**src/rtl/cbe_regs_map.vh**
```
// Offsets, field positions and reset values of the self-test, management
// and EEPROM register slice. Included by cbe_regs.v only.
`ifndef CBE_REGS_MAP_VH
`define CBE_REGS_MAP_VH

// ****************************************
// Register byte offsets
// ****************************************
`define CBE_OFF_RXQ_STAT   12'h134
`define CBE_OFF_ST_CTRL    12'h138
`define CBE_OFF_RAM_DATA   12'h13C
`define CBE_OFF_MGMT_DATA  12'h140
`define CBE_OFF_MGMT_CTRL  12'h144
`define CBE_OFF_EE_DATA    12'h148
`define CBE_OFF_EE_CTRL    12'h14C

// ****************************************
// Reset values
// ****************************************
`define CBE_RST_RXQ_STAT   32'h00010000
`define CBE_RST_ST_CTRL    32'h20100000
`define CBE_RST_MGMT_DATA  32'h00000000
`define CBE_RST_MGMT_CTRL  32'h00000000
`define CBE_RST_EE_DATA    32'h00000000
`define CBE_RST_EE_CTRL    32'h00000000

// ****************************************
// Field positions
// ****************************************
`define CBE_RXQ_EOF_BIT    24
`define CBE_RXQ_EMPTY_BIT  16
`define CBE_ST_START_BIT   31
`define CBE_ST_FAIL_BIT    30
`define CBE_ST_PASS_BIT    29
`define CBE_ST_AUTOINC_BIT 20
`define CBE_ST_EN_BIT      19
`define CBE_ST_MODE_HI     18
`define CBE_ST_MODE_LO     16
`define CBE_ST_ADDR_HI     13
`define CBE_MG_NOPRE_BIT   12
`define CBE_MG_BUSY_BIT    11
`define CBE_MG_WR_BIT      10
`define CBE_EE_BUSY_BIT    8

// ****************************************
// Self-test mode codes
// ****************************************
`define CBE_MODE_PATTERN   3'h1
`define CBE_MODE_FILL0     3'h2
`define CBE_MODE_READ0     3'h3
`define CBE_MODE_FILL1     3'h4
`define CBE_MODE_READ1     3'h5
`define CBE_MODE_BYPASS    3'h6

`endif

```
**src/rtl/cbe_regs.v**
```verilog
// Control register slice: receive queue zero word status, packet memory
// self-test control with direct RAM path, PHY management and EEPROM control.
// Assumes external queue, self-test, management and EEPROM engines on i_mclk.
//
// Contract
// - Status bit 24 flags next queue-zero word as end of frame.
// - Status bit 16 set while queue zero empty; reads one after reset.
// - Status bits 1:0 give valid byte count of next queue-zero word.
// - Writing one to self-test bit 31 launches selected test; write-only.
// - Bit 30 fail, bit 29 pass, read-only; reset pass=1, fail=0.
// - Bit 20 set: RAM address advances after each direct RAM access.
// - Bit 19 enables packet-memory self-test mode.
// - Field 18:16 selects test; 000 and 111 reserved; resets to 000.
// - Field 13:0 holds direct RAM word address; resets to zero.
// - Direct data accesses reach packet memory only in direct RAM mode.
// - Management data bits 15:0 hold PHY write or read value.
// - Management bit 12 set omits the 32-bit preamble.
// - Management bit 11 starts transfer; hardware clears it when done.
// - Management bit 10: one writes PHY, zero reads into data register.
// - PHY address in 9:5, register in 4:0, read-write, reset zero.
// - EEPROM data bits 15:0 hold word to write or word read.
// - EEPROM bit 8 starts transfer; hardware clears it when done.
// - EEPROM field 7:6: 11 erase, 10 read, 01 write, 00 enable/disable.
// - Opcode 00: address 5:4 of 11 enables, 00 disables writing.
// - EEPROM bits 5:0 hold word address; reset zero.
//
// Design decision made here: the plain strobed port.
`timescale 1ns/1ps
`include "cbe_regs_map.vh"

module cbe_regs #(
  parameter RAM_AW = 14,
  parameter RAM_DW = 32
) (
  input  wire              i_mclk,
  input  wire              i_nrst,
  // Register port
  input  wire [11:0]       i_addr,
  input  wire [31:0]       i_wdata,
  input  wire              i_wr,
  input  wire              i_rd,
  output reg  [31:0]       o_rdata,
  // Receive queue zero state
  input  wire              i_rxq_eof,
  input  wire              i_rxq_empty,
  input  wire [1:0]        i_rxq_size,
  // Self-test engine
  output reg               o_st_start,
  output wire              o_st_enable,
  output wire [2:0]        o_st_mode,
  input  wire              i_st_done,
  input  wire              i_st_pass,
  // Packet memory direct path
  output reg               o_ram_wr,
  output reg               o_ram_rd,
  output reg  [RAM_AW-1:0] o_ram_addr,
  output reg  [RAM_DW-1:0] o_ram_wdata,
  input  wire [RAM_DW-1:0] i_ram_rdata,
  // Management engine
  output reg               o_mgmt_start,
  output wire              o_mgmt_no_preamble,
  output wire              o_mgmt_write,
  output wire [4:0]        o_mgmt_phy_addr,
  output wire [4:0]        o_mgmt_phy_reg,
  output wire [15:0]       o_mgmt_wdata,
  input  wire              i_mgmt_done,
  input  wire [15:0]       i_mgmt_rdata,
  // EEPROM engine
  output reg               o_ee_start,
  output wire [1:0]        o_ee_op,
  output wire [5:0]        o_ee_addr,
  output wire [15:0]       o_ee_wdata,
  input  wire              i_ee_done,
  input  wire [15:0]       i_ee_rdata
);

  // ****************************************
  // Decode helper
  // ****************************************
  function hit;
    input [11:0] addr;
    input [11:0] off;
    begin
      hit = (addr == off);
    end
  endfunction

  // Engine word: a read result from the engine wins over a software write
  // landing in the same cycle, so a completed read is never lost.
  function [15:0] word_next;
    input        take_eng;
    input [15:0] eng_word;
    input        take_sw;
    input [15:0] sw_word;
    input [15:0] cur;
    begin
      if (take_eng)
        word_next = eng_word;
      else if (take_sw)
        word_next = sw_word;
      else
        word_next = cur;
    end
  endfunction

  // Engine busy bit: set only by a start written while idle, cleared by the
  // engine's done pulse. A control write during busy is dropped whole.
  function busy_next;
    input busy;
    input wr_ctl;
    input start_bit;
    input done;
    begin
      if (wr_ctl & ~busy)
        busy_next = start_bit;
      else if (done)
        busy_next = 1'b0;
      else
        busy_next = busy;
    end
  endfunction

  wire wr_st   = i_wr & hit(i_addr, `CBE_OFF_ST_CTRL);
  wire wr_ram  = i_wr & hit(i_addr, `CBE_OFF_RAM_DATA);
  wire rd_ram  = i_rd & hit(i_addr, `CBE_OFF_RAM_DATA);
  wire wr_mgd  = i_wr & hit(i_addr, `CBE_OFF_MGMT_DATA);
  wire wr_mgc  = i_wr & hit(i_addr, `CBE_OFF_MGMT_CTRL);
  wire wr_eed  = i_wr & hit(i_addr, `CBE_OFF_EE_DATA);
  wire wr_eec  = i_wr & hit(i_addr, `CBE_OFF_EE_CTRL);

  // ****************************************
  // Self-test control
  // ****************************************
  reg              st_fail_reg;
  reg              st_pass_reg;
  reg              st_autoinc_reg;
  reg              st_en_reg;
  reg [2:0]        st_mode_reg;
  reg [RAM_AW-1:0] ram_addr_reg;

  wire bypass = (st_mode_reg == `CBE_MODE_BYPASS);
  wire ram_acc = (wr_ram | rd_ram) & bypass;

  assign o_st_enable = st_en_reg;
  assign o_st_mode   = st_mode_reg;

  always @(posedge i_mclk or negedge i_nrst) begin
    if (!i_nrst) begin
      st_fail_reg    <= 1'b0;
      st_pass_reg    <= 1'b1;
      st_autoinc_reg <= 1'b1;
      st_en_reg      <= 1'b0;
      st_mode_reg    <= 3'h0;
      ram_addr_reg   <= {RAM_AW{1'b0}};
      o_st_start     <= 1'b0;
    end else begin
      o_st_start <= wr_st & i_wdata[`CBE_ST_START_BIT];
      if (i_st_done) begin
        st_pass_reg <= i_st_pass;
        st_fail_reg <= ~i_st_pass;
      end else if (wr_st & i_wdata[`CBE_ST_START_BIT]) begin
        st_pass_reg <= 1'b0;
        st_fail_reg <= 1'b0;
      end
      if (wr_st) begin
        st_autoinc_reg <= i_wdata[`CBE_ST_AUTOINC_BIT];
        st_en_reg      <= i_wdata[`CBE_ST_EN_BIT];
        st_mode_reg    <= i_wdata[`CBE_ST_MODE_HI:`CBE_ST_MODE_LO];
        ram_addr_reg   <= i_wdata[RAM_AW-1:0];
      end else if (ram_acc & st_autoinc_reg) begin
        ram_addr_reg <= ram_addr_reg + {{(RAM_AW-1){1'b0}}, 1'b1};
      end
    end
  end

  // Direct RAM strobes and address registered. The memory must answer a
  // read combinationally in the strobe's cycle, because the bus expects the
  // word in the cycle right after the read strobe.
  always @(posedge i_mclk or negedge i_nrst) begin
    if (!i_nrst) begin
      o_ram_wr    <= 1'b0;
      o_ram_rd    <= 1'b0;
      o_ram_addr  <= {RAM_AW{1'b0}};
      o_ram_wdata <= {RAM_DW{1'b0}};
    end else begin
      o_ram_wr <= wr_ram & bypass;
      o_ram_rd <= rd_ram & bypass;
      if (ram_acc) begin
        o_ram_addr  <= ram_addr_reg;
        o_ram_wdata <= i_wdata[RAM_DW-1:0];
      end
    end
  end

  // ****************************************
  // PHY management
  // ****************************************
  reg [15:0] mg_data_reg;
  reg        mg_nopre_reg;
  reg        mg_busy_reg;
  reg        mg_wr_reg;
  reg [4:0]  mg_phy_reg;
  reg [4:0]  mg_regno_reg;

  assign o_mgmt_no_preamble = mg_nopre_reg;
  assign o_mgmt_write       = mg_wr_reg;
  assign o_mgmt_phy_addr    = mg_phy_reg;
  assign o_mgmt_phy_reg     = mg_regno_reg;
  assign o_mgmt_wdata       = mg_data_reg;

  always @(posedge i_mclk or negedge i_nrst) begin
    if (!i_nrst) begin
      mg_data_reg  <= 16'h0000;
      mg_nopre_reg <= 1'b0;
      mg_busy_reg  <= 1'b0;
      mg_wr_reg    <= 1'b0;
      mg_phy_reg   <= 5'h00;
      mg_regno_reg <= 5'h00;
      o_mgmt_start <= 1'b0;
    end else begin
      o_mgmt_start <= 1'b0;
      // Completion returns read data; a write during busy is not guarded
      mg_data_reg <= word_next(i_mgmt_done & mg_busy_reg & ~mg_wr_reg,
                               i_mgmt_rdata, wr_mgd, i_wdata[15:0], mg_data_reg);
      mg_busy_reg <= busy_next(mg_busy_reg, wr_mgc, i_wdata[`CBE_MG_BUSY_BIT],
                               i_mgmt_done);
      if (wr_mgc & ~mg_busy_reg) begin
        mg_nopre_reg <= i_wdata[`CBE_MG_NOPRE_BIT];
        mg_wr_reg    <= i_wdata[`CBE_MG_WR_BIT];
        mg_phy_reg   <= i_wdata[9:5];
        mg_regno_reg <= i_wdata[4:0];
        o_mgmt_start <= i_wdata[`CBE_MG_BUSY_BIT];
      end
    end
  end

  // ****************************************
  // EEPROM
  // ****************************************
  reg [15:0] ee_data_reg;
  reg        ee_busy_reg;
  reg [1:0]  ee_op_reg;
  reg [5:0]  ee_addr_reg;

  assign o_ee_op    = ee_op_reg;
  assign o_ee_addr  = ee_addr_reg;
  assign o_ee_wdata = ee_data_reg;

  always @(posedge i_mclk or negedge i_nrst) begin
    if (!i_nrst) begin
      ee_data_reg <= 16'h0000;
      ee_busy_reg <= 1'b0;
      ee_op_reg   <= 2'h0;
      ee_addr_reg <= 6'h00;
      o_ee_start  <= 1'b0;
    end else begin
      o_ee_start <= 1'b0;
      ee_data_reg <= word_next(i_ee_done & ee_busy_reg & (ee_op_reg == 2'h2),
                               i_ee_rdata, wr_eed, i_wdata[15:0], ee_data_reg);
      ee_busy_reg <= busy_next(ee_busy_reg, wr_eec, i_wdata[`CBE_EE_BUSY_BIT],
                               i_ee_done);
      if (wr_eec & ~ee_busy_reg) begin
        ee_op_reg   <= i_wdata[7:6];
        ee_addr_reg <= i_wdata[5:0];
        o_ee_start  <= i_wdata[`CBE_EE_BUSY_BIT];
      end
    end
  end

  // ****************************************
  // Read path
  // ****************************************
  reg [31:0] rd_next;
  reg        rd_ram_reg;
  reg [31:0] rdata_reg;
  reg [31:0] ram_rd_word;

  always @* begin
    rd_next = 32'h00000000;
    case (i_addr)
      `CBE_OFF_RXQ_STAT: begin
        rd_next[`CBE_RXQ_EOF_BIT]   = i_rxq_eof;
        rd_next[`CBE_RXQ_EMPTY_BIT] = i_rxq_empty;
        rd_next[1:0]                = i_rxq_size;
      end
      `CBE_OFF_ST_CTRL: begin
        rd_next[`CBE_ST_FAIL_BIT]    = st_fail_reg;
        rd_next[`CBE_ST_PASS_BIT]    = st_pass_reg;
        rd_next[`CBE_ST_AUTOINC_BIT] = st_autoinc_reg;
        rd_next[`CBE_ST_EN_BIT]      = st_en_reg;
        rd_next[18:16]               = st_mode_reg;
        rd_next[RAM_AW-1:0]          = ram_addr_reg;
      end
      // Direct RAM word is steered in after the register stage, not here
      `CBE_OFF_RAM_DATA:  rd_next = 32'h00000000;
      `CBE_OFF_MGMT_DATA: rd_next[15:0] = mg_data_reg;
      `CBE_OFF_MGMT_CTRL: begin
        rd_next[`CBE_MG_NOPRE_BIT] = mg_nopre_reg;
        rd_next[`CBE_MG_BUSY_BIT]  = mg_busy_reg;
        rd_next[`CBE_MG_WR_BIT]    = mg_wr_reg;
        rd_next[9:5]               = mg_phy_reg;
        rd_next[4:0]               = mg_regno_reg;
      end
      `CBE_OFF_EE_DATA:   rd_next[15:0] = ee_data_reg;
      `CBE_OFF_EE_CTRL: begin
        rd_next[`CBE_EE_BUSY_BIT] = ee_busy_reg;
        rd_next[7:6]              = ee_op_reg;
        rd_next[5:0]              = ee_addr_reg;
      end
      default:            rd_next = 32'h00000000;
    endcase
  end

  // Register read data stand for the one cycle after the read strobe
  always @(posedge i_mclk or negedge i_nrst) begin
    if (!i_nrst) begin
      rdata_reg  <= 32'h00000000;
      rd_ram_reg <= 1'b0;
    end else begin
      rd_ram_reg <= rd_ram & bypass;
      if (i_rd)
        rdata_reg <= rd_next;
      else
        rdata_reg <= 32'h00000000;
    end
  end

  // ****************************************
  // Direct RAM read return
  // ****************************************
  // The memory word goes onto the bus in the cycle after the read strobe.
  // This leaves a memory-to-bus path in one clock; RAM_DW up to 32 only.
  always @* begin
    ram_rd_word             = 32'h00000000;
    ram_rd_word[RAM_DW-1:0] = i_ram_rdata;
  end

  always @* begin
    if (rd_ram_reg)
      o_rdata = ram_rd_word;
    else
      o_rdata = rdata_reg;
  end

endmodule // cbe_regs

```
**config.mk**
```make
export PLATFORM = sky130hd
export DESIGN_NAME = cbe_regs
export DESIGN_NICKNAME = d
export VERILOG_FILES = /design/src/rtl/cbe_regs.v
export VERILOG_INCLUDE_DIRS = /design/src /design/src/rtl
export SDC_FILE = /design/constraint.sdc
export NUM_CORES = 1
export LEC_CHECK = 0
export BUFFER_PORTS_ARGS = -buffer_cell sky130_fd_sc_hd__buf_2
export CORE_AREA = 2 2 204 166
export CTS_BUF_LIST = sky130_fd_sc_hd__clkbuf_16
export DETAILED_ROUTE_END_ITERATION = 16
export DIE_AREA = 0 0 206 168
export GPL_ROUTABILITY_DRIVEN = 0
export HOLD_SLACK_MARGIN = 0.03
export PLACE_DENSITY = 0.46
export SYNTH_ARGS = -nofsm -noshare
export SYNTH_HDL_FRONTEND = slang
export SYNTH_SLANG_ARGS = --single-unit
```
**constraint.sdc**
```tcl
create_clock -name i_mclk -period 3.9 [get_ports i_mclk]
set_clock_uncertainty 0.1 [all_clocks]
set_input_delay 0.585 -clock i_mclk [delete_from_list [all_inputs] [get_ports i_mclk]]
set_output_delay 0.585 -clock i_mclk [all_outputs]
set_load 0.03 [all_outputs]
```
==> Word-level counts from Yosys, hierarchy flattened <==
Cells that the tools add are included.
{ "totals": {"input_bits": 120, "word_cells": 89, "output_inout_bits": 139, "ff_bits": 158} }
{ "op_classes": {"reduce_logical": 6, "muxes": 26, "eq_ne": 9, "addsub": 1, "bitwise_logic": 23} }
{ "op_table": {"columns": ["operator", "n"], "rows": [
  ["== test 12 x 9 -> 1 bit, second input constant", 7],
  ["two-way mux 16 bit", 4],
  ["one-hot mux 7 bit (5 select lines)", 1],
  ["two-way mux 32 bit", 1],
  ["two-way mux 31 bit", 1],
  ["two-way mux 14 bit", 2],
  ["AND 1 bit", 18],
  ["one-hot mux 4 bit (4 select lines)", 1],
  ["adder 14 x 1 -> 14 bit, second input constant", 1],
  ["one-hot mux 2 bit (6 select lines)", 1],
  ["nonzero test 2 bit", 6],
  ["two-way mux 1 bit", 10],
  ["two-way mux 4 bit", 1],
  ["NOT 1 bit", 4],
  ["one-hot mux 2 bit (2 select lines)", 1],
  ["== test 3 bit, second input constant", 1],
  ["one-hot mux 1 bit (3 select lines)", 1],
  ["== test 2 bit, second input constant", 1],
  ["two-way mux 2 bit", 1],
  ["one-hot mux 1 bit (2 select lines)", 1],
  ["OR 1 bit", 1]
]} }

==> Depth between registers and ports, before layout <==
{ "depth": {"word_depth": 7, "depth_mapped": 7, "depth_no_buf": 5} }

==> Least setup slack after synthesis <==
No wires, ideal clock.
{ "synth_timing": {"path_type": "input to register", "start": "input i_addr[2]", "end": "register mg_data_reg[10] (netlist: o_mgmt_wdata[10])", "arrival_time_ns": 2.157, "path_stages": 5, "n_path_buf": 2, "setup_time_ns": 0.125, "t_required_ns": 3.675, "path_slack_ns": 1.518, "path_cell_list": "buf_2 -> or4_1 -> o21ai_2 -> buf_2 -> mux2_2"} }
{ "synth_between": {"elab_chain_len": 3} }
{ "synth_rtl": {"columns": ["item", "line_no", "rtl"], "rows": [
  ["from (decl)", "cbe_regs.v:38", "input wire [11:0] i_addr,"],
  ["== test 12 x 9 -> 1 bit", "cbe_regs.v:84", "hit = (addr == off);"],
  ["AND 1 bit", "cbe_regs.v:126", "wire wr_mgd = i_wr & hit(i_addr, `CBE_OFF_MGMT_DATA);"],
  ["nonzero test 2 bit (no line)", null, null],
  ["to (signal assigned)", "cbe_regs.v:223", "mg_data_reg <= word_next(i_mgmt_done & mg_busy_reg & ~mg_wr_reg,"],
  ["to (decl)", "cbe_regs.v:198", "reg [15:0] mg_data_reg;"]
]} }
Every way passes these cells.
A chain may end at the register's enable or synchronous reset.

==> Worst setup path in the final report <==
{ "layout_timing": {"start": "register rd_ram_reg", "end": "output o_rdata[20]"} }
{ "layout_between": {"elab_chain_len": 1} }
{ "layout_rtl": {"columns": ["item", "line_no", "rtl"], "rows": [
  ["from (decl)", "cbe_regs.v:274", "reg rd_ram_reg;"],
  ["from (signal assigned)", "cbe_regs.v:320", "rd_ram_reg <= rd_ram & bypass;"],
  ["two-way mux 32 bit", "cbe_regs.v:339", "if (rd_ram_reg)"],
  ["to (decl)", "cbe_regs.v:42", "output reg [31:0] o_rdata,"]
]} }
Every way passes these cells.

==> results.md <==
- DRT met1 WL: 13.51 mm
- Worst Max-Slew Pin Slew: 0.8688 ns
- Worst skew pair latency: 0.44 ns
- Die Y: 168 microns
- Req. time, crit path: 3.21 ns
- I/O pins: 259
- Seq cells post-synth: 150
- Commonest cells after routing, fill and taps aside: buf_2 (257), dfrtp_1 (148), mux2_2 (114)
- Mux contribution to synthesized area: 0.2558
- Total track usage: 0.1635
- Asr flop ratio synth: 1.000
- Final number of setup-violating endpoints: 0
- Synth Net Count: 752
- Final nets: 1,007
- Vias per cell: 4.649
- Largest net degree at the start of global routing: 77
- Ys Warns: 0
- Via count: 6,206
- Worst Path Class, Setup: reg2out
- Total Wirelength: 28.14 mm
- Clock Tree Buf Depth: 2
- Pwr Density: 350.5 mW/mm^2
- Number of port buffers: 258
- Max reg flops: 32
- Dpl ws: 0.9518 ns
- Floorplan row count: 60
- # DRC: 0
- DRT iter0 DRCs: 273
- First-pass GRT wire length: 41.14 mm
- Layout cells sized above 1: 0.5373
- Core ar.: 0.03288 sq mm
- Worst vdd ir: 272.7 uV
- Post_cts resized: 0
- Total grt overflow: 0
- DR WL/cell: 21.08 microns
- CTS tree: yes
- Initial antenna violation count: 2
- DR top layer: met5
- Hold WS: 0.1074 ns
- Part of the cycle the worst path needs: 0.7155
- DRT Pass-1 Iters: 4
- LEAKAGE: 5.208 nW
- Area Growth Syn to Fin: 30.96%
- Clk sinks: 150
- Slew Limit Headroom: 0.4186
- Area share of fa/ha/maj cells after synthesis: 0.001627
- Hpwl dp: 20.89 mm
- Starting density of the core: 0.2339
- Commonest non-fill, non-tap cell in the layout: buf_2
- Data arrival, critical path: 2.11 ns
- Met3 wire length: 1.918 mm
- Max Fclk: 358.4 MHz
- Post-synthesis compound-gate area fraction: 0.07452
- Post-Synth Simple-Gate Area: 0.1479
- Minimum clock period: 2.790 ns
- Post-route setup TNS: 0 ns
- Avg Cell Area, Syn: 12.19 sq um
- Post-CTS Setup Inserts: 0
- EDFF count, synth: 0
- CP Capture Type: primary output
- Unrepaired setup endpoints after global routing: no
- Die area: 0.03461 sq mm
- Power, Total: 3.529 mW
- Final hold viol count: 0
- Max-cap violations: 0
- Synthesized area: 0.007690 sq mm
- Clock slew at reported path FFs: 0.07 ns
- DP Area: 0.009497 sq mm
- Fin area: 0.01007 sq mm
- Critical path peak fanout: 26
- Post-synthesis cell type count: 60
- Post-Synth XOR/XNOR Area: 0
- Metal2 WL: 12.21 mm
- Sequential share of the synthesized area: 0.4884
- Max-slew violation count: 0
- Predominant post-synthesis flop cell: dfrtp_1
- Root buf cell: clkbuf_16
- Chip width: 206 microns
- DRT antenna net count: 0
- # fillers: 3,413
- Worst min-delay path class: in2async
- Main combinational cell family by area after synthesis: multiplexers
- TritonCTS Buffers: 17
- Cts hold-fix bufs: 0
- Depth of the CTS H-tree: 4
- Cell count after synthesis: 631
- Final worst slack: 1.110 ns
- Crit start category: flip-flop
- Status: completed
- Number of global-route vias before repair: 6,201
## worst max-delay path, cell delays in order, from the launching register on
cell	delay, ns
dfrtp_1	0.65
buf_4	0.41
mux2_2	0.41
buf_2	0.18
## report_power, final
group,internal [mW],leakage [nW],switching [mW]
clock network,0.895,0.273,0.777
logic,0.0995,2.87,0.164
registers,1.58,2.07,0.0183
## kinds of logic (layout without fill, tap and decap cells)
kind of cell | after synthesis | in the layout
adder cells (fa/ha/maj) | 1 | 1
AND/OR/NAND/NOR | 190 | 190
multiplexers | 161 | 161
flip-flops | 150 | 150
AO/OA/AOI/OAI | 77 | 77
other | 0 | 2
buffers and inverters | 52 | 320
## layer usage
metal	vias up	GRT usage
li1	2852	-
met1	3096	0.2334
met2	231	0.2387
met3	23	0.04530
met4	4	0.04565
met5	-	0.01571
## path summary, 6_finish.rpt
kind | from | depth (start not counted) | slack (ns) | endpoint
worst max-delay path | rd_ram_reg | 3 | 1.11 | o_rdata[20]
worst min-delay path | i_nrst | 1 | 0.11 | o_ram_wdata[14]
worst max register to register | ram_addr_reg[1] | 5 | 1.75 | ram_addr_reg[8]
worst min register to register | st_autoinc_reg | 2 | 0.36 | st_autoinc_reg
max in group asynchronous | i_nrst | 2 | 2.66 | o_ram_wdata[5]
min in group i_mclk | i_st_pass | 2 | 0.25 | st_fail_reg
## layout make-up
| type | instances | area, sq um | share of cell area |
|---|---|---|---|
| flip-flops and latches | 150 | 3756 | 0.3730 |
| multi-input cells | 429 | 3696 | 0.3670 |
| repair buffers | 279 | 1468 | 0.1457 |
| well taps | 434 | 543.0 | 0.05392 |
| clock buffers | 17 | 425.4 | 0.04224 |
| clock inverters | 15 | 143.9 | 0.01429 |
| inverters | 9 | 33.78 | 0.003354 |
| diodes | 2 | 5.005 | 0.0004970 |
## stage by stage
step,utilization,instances
after floorplan,-,631
after global placement,0.2888,1301
after detailed placement,0.2888,1301
after CTS,0.3061,1333
after global routing,0.3062,1334
final,0.3063,1335
## Yosys cell counts (12+ instances only)
| cell type | number | share of area |
|---|---|---|
| nand3b_1 | 12 | 0.012 |
| clkbuf_1 | 24 | 0.012 |
| o211ai_1 | 16 | 0.016 |
| nand2_1 | 49 | 0.024 |
| o21ai_0 | 14 | 0.0091 |
| nor2_1 | 18 | 0.0088 |
| dfrtp_1 | 148 | 0.48 |
| mux2_4 | 40 | 0.078 |
| mux2_2 | 114 | 0.17 |
| nand4_1 | 25 | 0.020 |
| and2_1 | 23 | 0.019 |
(Power assumes the default switching activity.)
